`config.mk`:
```
export PLATFORM = sky130hd
export DESIGN_NAME = adc_sequence_control
export DESIGN_NICKNAME = d
export VERILOG_FILES = /design/src/adc_seq_pkg.sv /design/src/sar_engine.sv /design/src/adc_sequence_control.sv
export SDC_FILE = /design/constraint.sdc
export NUM_CORES = 1
export LEC_CHECK = 0
export ABC_AREA = 1
export BUFFER_PORTS_ARGS = -buffer_cell sky130_fd_sc_hd__buf_4
export CAP_MARGIN = 20
export CELL_PAD_IN_SITES_DETAIL_PLACEMENT = 1
export CELL_PAD_IN_SITES_GLOBAL_PLACEMENT = 2
export CORE_MARGIN = 1.5
export CORE_UTILIZATION = 25
export DETAILED_ROUTE_END_ITERATION = 6
export GPL_ROUTABILITY_DRIVEN = 1
export PLACE_DENSITY = 0.74
export SETUP_SLACK_MARGIN = 0.15
export SYNTH_ARGS = -nofsm -noshare
export SYNTH_HDL_FRONTEND = slang
export SYNTH_HIERARCHICAL = 1
export SYNTH_SLANG_ARGS = --single-unit
```
`constraint.sdc`:
```
create_clock -name aclk -period 4.7 [get_ports aclk]
set_input_delay 0.235 -clock aclk [delete_from_list [all_inputs] [get_ports aclk]]
set_output_delay 0.235 -clock aclk [all_outputs]
set_load 0.02 [all_outputs]
```
`src/adc_seq_pkg.sv`:
```
package adc_seq_pkg;

   // ---------------------------------------------------------------
   // register map (byte addresses)
   // ---------------------------------------------------------------
   localparam logic [7:0] CTRL_OFS   = 8'h30;
   localparam logic [7:0] OPTION_OFS = 8'h34;
   localparam logic [7:0] STATUS_OFS = 8'h38;
   localparam logic [7:0] RESULT_OFS = 8'h40;

   // ---------------------------------------------------------------
   // control register fields
   // ---------------------------------------------------------------
   localparam int CTRL_DONE_POS  = 7;
   localparam int CTRL_EIGHT_POS = 6;
   localparam int CTRL_CONT_POS  = 5;
   localparam int CTRL_GROUP_POS = 4;
   localparam logic [7:0] CTRL_RST = 8'h00;

   // ---------------------------------------------------------------
   // option register fields
   // ---------------------------------------------------------------
   localparam int OPT_POWER_POS = 0;
   localparam int OPT_RC_POS    = 1;
   localparam int OPT_DLY_POS   = 2;
   localparam logic [2:0] OPT_RST = 3'h0;

   // ---------------------------------------------------------------
   // timing
   // ---------------------------------------------------------------
   localparam int CLK_MHZ         = 100;
   localparam int RC_KHZ          = 1500;
   localparam int RC_DIV          = (CLK_MHZ * 1000) / RC_KHZ;
   localparam int CONV_TICKS      = 36;
   localparam int POWER_SETTLE_US = 100;
   localparam int RC_SETTLE_MS    = 10;
   localparam int RESULT_W        = 10;

   typedef struct packed {
      logic [3:0] channel;
      logic       start;
      logic       abort;
   } conv_req_t;

   typedef struct packed {
      logic                done;
      logic [RESULT_W-1:0] value;
   } conv_rsp_t;

endpackage : adc_seq_pkg

```
`src/sar_engine.sv`:
```
`timescale 1ns/1ps
module sar_engine
   import adc_seq_pkg::*;
#(
   parameter int TICKS = CONV_TICKS
) (
   input  wire logic                aclk,
   input  wire logic                aresetn,
   input  wire logic                tick_en,
   input  wire logic                hold,
   input  wire conv_req_t           req,
   input  wire logic                cmp_in,
   output logic [3:0]               mux_sel,
   output logic                     sample,
   output conv_rsp_t                rsp
);

   typedef struct packed {
      logic                busy;
      logic [5:0]          cnt;
      logic [3:0]          ch;
      logic [RESULT_W-1:0] sar;
      logic [3:0]          bitn;
      logic                smp;
      conv_rsp_t           rsp;
   } eng_t;

   eng_t q, d;

   always_comb begin
      d = q;
      d.rsp.done = 1'b0;
      d.smp      = 1'b0;
      if (req.abort) begin
         d.busy = 1'b0;
      end else if (req.start) begin
         d.busy = 1'b1;
         d.ch   = req.channel;
         d.cnt  = '0;
         d.sar  = '0;
         d.bitn = 4'(RESULT_W - 1);
         d.smp  = 1'b1;
      end else if (q.busy && hold) begin
         d.cnt = '0;
         d.sar = '0;
         d.bitn = 4'(RESULT_W - 1);
      end else if (q.busy && tick_en) begin
         d.cnt = q.cnt + 6'd1;
         if (q.cnt == 6'd0) begin
            d.smp = 1'b1;
         end
         if (q.cnt >= 6'd2 && q.cnt < 6'(2 + RESULT_W)) begin
            d.sar[q.bitn] = cmp_in;
            d.bitn        = q.bitn - 4'd1;
         end
         if (q.cnt == 6'(TICKS - 1)) begin
            d.busy       = 1'b0;
            d.rsp.done   = 1'b1;
            d.rsp.value  = q.sar;
         end
      end
   end

   always_ff @(posedge aclk) begin
      if (!aresetn) begin
         q <= '0;
      end else begin
         q <= d;
      end
   end

   assign mux_sel = q.ch;
   assign sample  = q.smp;
   assign rsp     = q.rsp;

endmodule : sar_engine

```
`src/adc_sequence_control.sv`:
```
// Implementation choices: the AXI4-Lite register port and the address map.
`timescale 1ns/1ps
module adc_sequence_control
   import adc_seq_pkg::*;
#(
   parameter int RC_DIVIDE = RC_DIV,
   parameter int TICKS     = CONV_TICKS
) (
   input  wire logic        aclk,
   input  wire logic        aresetn,
   input  wire logic [7:0]  s_axi_awaddr,
   input  wire logic        s_axi_awvalid,
   output logic             s_axi_awready,
   input  wire logic [31:0] s_axi_wdata,
   input  wire logic [3:0]  s_axi_wstrb,
   input  wire logic        s_axi_wvalid,
   output logic             s_axi_wready,
   output logic [1:0]       s_axi_bresp,
   output logic             s_axi_bvalid,
   input  wire logic        s_axi_bready,
   input  wire logic [7:0]  s_axi_araddr,
   input  wire logic        s_axi_arvalid,
   output logic             s_axi_arready,
   output logic [31:0]      s_axi_rdata,
   output logic [1:0]       s_axi_rresp,
   output logic             s_axi_rvalid,
   input  wire logic        s_axi_rready,
   input  wire logic        stop_mode,
   input  wire logic        wait_mode,
   input  wire logic        cmp_in,
   output logic [3:0]       mux_sel,
   output logic             sample,
   output logic             converter_power,
   output logic             rc_osc_enable
);

   // ---------------------------------------------------------------
   // state
   // ---------------------------------------------------------------
   typedef struct packed {
      logic                awok;
      logic [7:0]          awa;
      logic                wok;
      logic [31:0]         wd;
      logic [3:0]          ws;
      logic                bv;
      logic                rv;
      logic [31:0]         rd;
      logic [1:0]          rr;
      logic [1:0]          br;
      logic [7:0]          ctrl;
      logic [2:0]          opt;
      logic                run;
      logic                eng_busy;
      logic [2:0]          idx;
      logic                kick;
      logic [7:0]          div;
      logic                tick;
      logic                held;
      logic [3:0]          mux;
      logic                smp;
      logic                pwr;
      logic                rcen;
   } st_t;

   st_t q, d;

   logic [RESULT_W-1:0] slot_q [8];
   logic [RESULT_W-1:0] slot_d [8];

   conv_req_t req;
   conv_rsp_t rsp;
   logic [3:0] eng_mux;
   logic       eng_smp;
   logic       suspend;

   assign suspend = stop_mode | wait_mode;

   sar_engine #(
      .TICKS   (TICKS)
   ) u_engine (
      .aclk    (aclk),
      .aresetn (aresetn),
      .tick_en (q.tick),
      .hold    (suspend),
      .req     (req),
      .cmp_in  (cmp_in),
      .mux_sel (eng_mux),
      .sample  (eng_smp),
      .rsp     (rsp)
   );

   // ---------------------------------------------------------------
   // sequence helpers
   // ---------------------------------------------------------------
   function automatic logic [3:0] chan_of(input logic [7:0] c, input logic [2:0] i);
      logic [3:0] ch;
      ch = c[3:0];
      if (c[CTRL_GROUP_POS]) begin
         if (c[CTRL_EIGHT_POS]) begin
            ch = {c[3], i};
         end else begin
            ch = {c[3:2], i[1:0]};
         end
      end
      return ch;
   endfunction : chan_of

   function automatic logic [2:0] slot_of(input logic [7:0] c, input logic [2:0] i);
      logic [2:0] s;
      s = c[CTRL_EIGHT_POS] ? i : {1'b1, i[1:0]};
      return s;
   endfunction : slot_of

   function automatic logic [2:0] last_of(input logic [7:0] c);
      logic [2:0] l;
      l = c[CTRL_EIGHT_POS] ? 3'd7 : 3'd3;
      return l;
   endfunction : last_of

   // ---------------------------------------------------------------
   // next state
   // ---------------------------------------------------------------
   logic [7:0]  rsel;
   logic        ctrl_wr;
   logic        opt_wr;
   logic        ok_w;

   always_comb begin
      d       = q;
      slot_d  = slot_q;
      req     = '0;
      rsel    = '0;
      ctrl_wr = 1'b0;
      opt_wr  = 1'b0;
      ok_w    = 1'b0;

      // bus write channel
      if (s_axi_awvalid && !q.awok && !q.bv) begin
         d.awok = 1'b1;
         d.awa  = s_axi_awaddr;
      end
      if (s_axi_wvalid && !q.wok && !q.bv) begin
         d.wok = 1'b1;
         d.wd  = s_axi_wdata;
         d.ws  = s_axi_wstrb;
      end
      if (q.awok && q.wok && !q.bv) begin
         d.awok = 1'b0;
         d.wok  = 1'b0;
         d.bv   = 1'b1;
         ok_w   = (q.awa == CTRL_OFS) || (q.awa == OPTION_OFS);
         d.br   = ok_w ? 2'b00 : 2'b10;
         ctrl_wr = (q.awa == CTRL_OFS) && q.ws[0];
         opt_wr  = (q.awa == OPTION_OFS) && q.ws[0];
      end
      if (q.bv && s_axi_bready) begin
         d.bv = 1'b0;
      end

      // bus read channel
      if (s_axi_arvalid && !q.rv) begin
         d.rv = 1'b1;
         d.rr = 2'b00;
         d.rd = '0;
         rsel = s_axi_araddr;
         if (rsel == CTRL_OFS) begin
            d.rd[7:0] = q.ctrl;
         end else if (rsel == OPTION_OFS) begin
            d.rd[2:0] = q.opt;
         end else if (rsel == STATUS_OFS) begin
            d.rd[3:0] = {q.run, q.idx};
         end else if (rsel >= RESULT_OFS && rsel < 8'(RESULT_OFS + 8'd32)
                      && rsel[1:0] == 2'b00) begin
            d.rd[15:6] = slot_q[rsel[4:2]];
         end else begin
            d.rr = 2'b10;
         end
      end
      if (q.rv && s_axi_rready) begin
         d.rv = 1'b0;
      end

      // conversion clock divider
      d.tick = 1'b0;
      if (q.opt[OPT_RC_POS]) begin
         if (q.div == 8'(RC_DIVIDE - 1)) begin
            d.div  = '0;
            d.tick = 1'b1;
         end else begin
            d.div = q.div + 8'd1;
         end
      end else begin
         d.div  = '0;
         d.tick = 1'b1;
      end

      // option register
      if (opt_wr) begin
         d.opt = q.wd[2:0];
      end
      d.pwr  = q.opt[OPT_POWER_POS];
      d.rcen = q.opt[OPT_RC_POS] & ~stop_mode;

      // sequencer
      d.kick = 1'b0;
      d.held = suspend;
      if (ctrl_wr) begin
         d.ctrl = {1'b0, q.wd[6:0]};
         d.idx  = '0;
         d.run  = 1'b1;
         d.eng_busy = 1'b0;
         d.kick = 1'b1;
         req.abort = 1'b1;
      end else if (!q.opt[OPT_POWER_POS]) begin
         d.run = 1'b0;
         d.eng_busy = 1'b0;
         req.abort = q.run;
      end else if (!suspend && (q.kick || (q.held && q.eng_busy))) begin
         req.start   = 1'b1;
         req.channel = chan_of(q.ctrl, q.idx);
         d.eng_busy  = 1'b1;
      end else if (rsp.done && q.run) begin
         slot_d[slot_of(q.ctrl, q.idx)] = rsp.value;
         d.eng_busy = 1'b0;
         if (q.idx == last_of(q.ctrl)) begin
            d.ctrl[CTRL_DONE_POS] = 1'b1;
            d.idx = '0;
            if (q.ctrl[CTRL_CONT_POS]) begin
               d.kick = 1'b1;
            end else begin
               d.run = 1'b0;
            end
         end else begin
            d.idx  = q.idx + 3'd1;
            d.kick = 1'b1;
         end
      end else if (suspend) begin
         d.kick = q.kick;
      end
      if (!q.run) begin
         d.kick = d.kick & ctrl_wr;
      end

      d.mux = eng_mux;
      d.smp = eng_smp;
   end

   always_ff @(posedge aclk) begin
      if (!aresetn) begin
         q <= '0;
         for (int i = 0; i < 8; i++) begin
            slot_q[i] <= '0;
         end
      end else begin
         q      <= d;
         slot_q <= slot_d;
      end
   end

   // ---------------------------------------------------------------
   // outputs
   // ---------------------------------------------------------------
   assign s_axi_awready   = q.awok;
   assign s_axi_wready    = q.wok;
   assign s_axi_bvalid    = q.bv;
   assign s_axi_bresp     = q.br;
   assign s_axi_arready   = q.rv;
   assign s_axi_rvalid    = q.rv;
   assign s_axi_rdata     = q.rd;
   assign s_axi_rresp     = q.rr;
   assign mux_sel         = q.mux;
   assign sample          = q.smp;
   assign converter_power = q.pwr;
   assign rc_osc_enable   = q.rcen;

endmodule : adc_sequence_control

```
==> impl_metrics.tcl <==
set metrics [dict create \
    grt_use_total_pct 14.8 \
    yosys_warnings 6 \
    ys_seq_area_share_pct 37.7 \
    rrSetupSlack_ps 2080 \
    netlist_instances 1522 \
    portBuffers 63 \
    grt_start_max_net_pins 73 \
    grt_pass1_wl_mm 47.8 \
    finalClockSkew_ps 17.7 \
    nFillCells 5025 \
    finalCritPeriodShare_pct 55.8 \
    p_leak_nw 4.84 \
    arrival_ps 2970 \
    wl_per_cell_um 14.6 \
    critPathSlowestCell "dfxtp_1" \
    place_ws_ps 2070 \
    synth_top_area_share_pct 37.7 \
    slowest_delay_ps 390 \
    cts_made_buffers 17 \
    synth_area_leaders "dfxtp_1 (38%), nand2_1 (16%), inv_1 (9.2%)" \
    htreeDepth 4 \
    drt_pass1_iterations 4 \
    netlist_area_um2 10000 \
    avgSynthCellArea_um2 6.59 \
    rows 73 \
    start_kind "flop" \
    drive_above_1_share_pct 10.5 \
    ys_ff_latch 189 \
    dp.final_hpwl_mm 20.2 \
    crit_required_ps 5050 \
    clkTransAtPathRegs_ps 80 \
    synth_top_area_cell "dfxtp_1" \
    setup.worst_path.end_class "flop" \
    critPathKind "reg -> reg" \
    via_per_inst 4.35 \
    die_h_um 203 \
    wl_mm 29.8 \
    grt_overflow 0 \
    die_area_um2 41300 \
    hp-class "in -> reg" \
    die_w_um 203 \
    antenna_cells 0 \
    post-route-util_pct 28.2 \
    grt_pass1_vias 8872 \
    setup_slack_ps 2080 \
    drt_iter0_markers 345 \
    coreArea_um2 39600 \
    crit_chain "nand3_2, nor2_4, nand2_4, o21ai_0, inv_2, nand2_1, nand2_2, nand2_1, inv_1, nor2_1, nor2_1" \
    place_inst 2013 \
    drv_cap 0 \
    status "finished clean" \
    layout.nets 1582 \
    max-slew-margin-rel_pct 29.7 \
    multiInputGateArea_um2 4540 \
    worst_pin_slew_ps 1050 \
    p_per_area_nw_per_um2 316 \
    drc_errors 0 \
    fmax_mhz 381 \
    detail-route-antenna-nets 0 \
    rsz0062_at_grt "no" \
    peakVddDrop_uv 225 \
    vias 8908 \
    ctsRootBufferMaster "clkbuf_16" \
    hold_violations 0 \
    cts.sinks 189 \
    grt_antenna_before_repair 0 \
    synth.most_common_cell "nand2_1" \
    clockBufferDepth 2 \
    holdWs_ps 29.1 \
    maxSlewViolCount 0 \
    post_cts_resize_count 0 \
    io_pins 110 \
    crit_fanout 45 \
    synth_ff_type "dfxtp_1" \
    gp_congestion 0.754 \
    tns_ps 0 \
    final_cells 2046 \
    setup_viol 0 \
    regArea_um2 3780 \
    synthArstFlopShare_pct 0 \
    worst_skew_pair.late_latency_ps 460 \
    yosys.cell_types.count 37 \
    area_delta_synth_final_pct 11.2 \
    synth_edf_count 0 \
    initial_utilization_pct 25.3 \
    fin_crit_ps 2620 \
    synthTopCellsByCount "nand2_1 (427), inv_1 (246), dfxtp_1 (189)" \
    cts_tree "built" \
]
critical path, delay by kind of cell (launching register included):
kind | cells | cell delay, ps
and+or+nand+nor | 8 | 1560
DFF | 1 | 390
AOI/OAI and AO/OA | 1 | 330
buffers and inverters | 2 | 230
power breakdown:
| group | switching (W) | total (W) | internal [W] |
|---|---|---|---|
| Clock | 0.000704 | 0.00165 | 0.000946 |
| Sequential | 0.0000142 | 0.00164 | 0.00162 |
| Combinational | 0.000162 | 0.000237 | 0.0000755 |
registers in the layout, summed over array words and instances, names as in the netlist:
| signal | count |
|---|---|
| s_axi_rresp | 1 |
| u_engine/q | 21 |
| s_axi_bvalid | 1 |
| s_axi_awready | 1 |
| converter_power | 1 |
| s_axi_bresp | 1 |
| q | 42 |
| s_axi_wready | 1 |
| s_axi_rdata | 16 |
| sample | 1 |
| slot_q | 80 |
| u_engine/rsp | 11 |
| d | 1 |
| mux_sel | 4 |
| rc_osc_enable | 1 |
| s_axi_arready | 1 |
| u_engine/mux_sel | 4 |
| u_engine/sample | 1 |
worst paths after layout:
kind / cells after the start / from / to
max: 11 / s_axi_awready / u_engine/q[13]
min: 3 / s_axi_wdata[3] / q[79]
max reg2reg: 11 / s_axi_awready / u_engine/q[13]
min reg2reg: 2 / u_engine/sample / sample
routing by layer:
layer / wire (um) / global-route usage [%]
met1: 14600 / 19.5
met2: 14100 / 25.0
met3: 672 / 2.22
met4: 395 / 4.29
met5: 0 / 0
area by class of cell:
cell class,count,share of cell area (%)
Multi-Input combinational cell,970,40.7
Sequential cell,189,33.9
Inverter,257,8.64
Tap cell,525,5.89
Timing Repair Buffer,74,5.14
Clock buffer,17,3.81
Clock inverter,14,1.94
cell usage in the layout (no fill, tap or decap), drive strengths merged:
cell / netlist / layout
buf: 102 / 72
nand3: 79 / 79
xnor2: 1 / 1
ha: 11 / 11
nor2: 186 / 186
clkinvlp: 0 / 1
conb: 1 / 18
o22ai: 2 / 2
nor3b: 1 / 1
clkinv: 4 / 9
dlygate4sd3: 0 / 2
or2: 1 / 1
a31o: 1 / 1
xor2: 3 / 3
nand2: 434 / 434
o21a: 1 / 1
a31oi: 1 / 1
dfxtp: 189 / 189
clkbuf: 21 / 17
nor3: 9 / 9
o21ai: 43 / 43
o211ai: 1 / 1
inv: 253 / 256
bufinv: 0 / 5
nand4: 98 / 98
a21oi: 77 / 77
o21bai: 1 / 1
nand3b: 2 / 2
per-stage QoR:
| step | cell area (um^2) | power [W] |
|---|---|---|
| after floorplan | 10100 | 0.00184 |
| after global placement | 10500 | 0.00191 |
| after detailed placement | 10500 | 0.00191 |
| after CTS | 11200 | 0.00357 |
| after global routing | 11200 | 0.00365 |
| final | 11200 | 0.00352 |
logic make-up (layout without fill, tap and decap cells):
family          Yosys count  count (layout)  synth area share (%)
buf+inv                 380             362                  17.8
other cells               1              18                0.0374
compound gates          127             127                  6.48
flops                   189             189                  37.7
simple gates            810             810                  36.3
xor+xnor                  4               4                 0.349
fa+ha+maj                11              11                  1.37
timing repair:
item,CTS,global route
setup endpoints to repair,0,0
hold buffers,2,0
hold endpoints to repair,2,0
buffers inserted,0,0
Note: power is estimated with default switching activity, not from simulation.
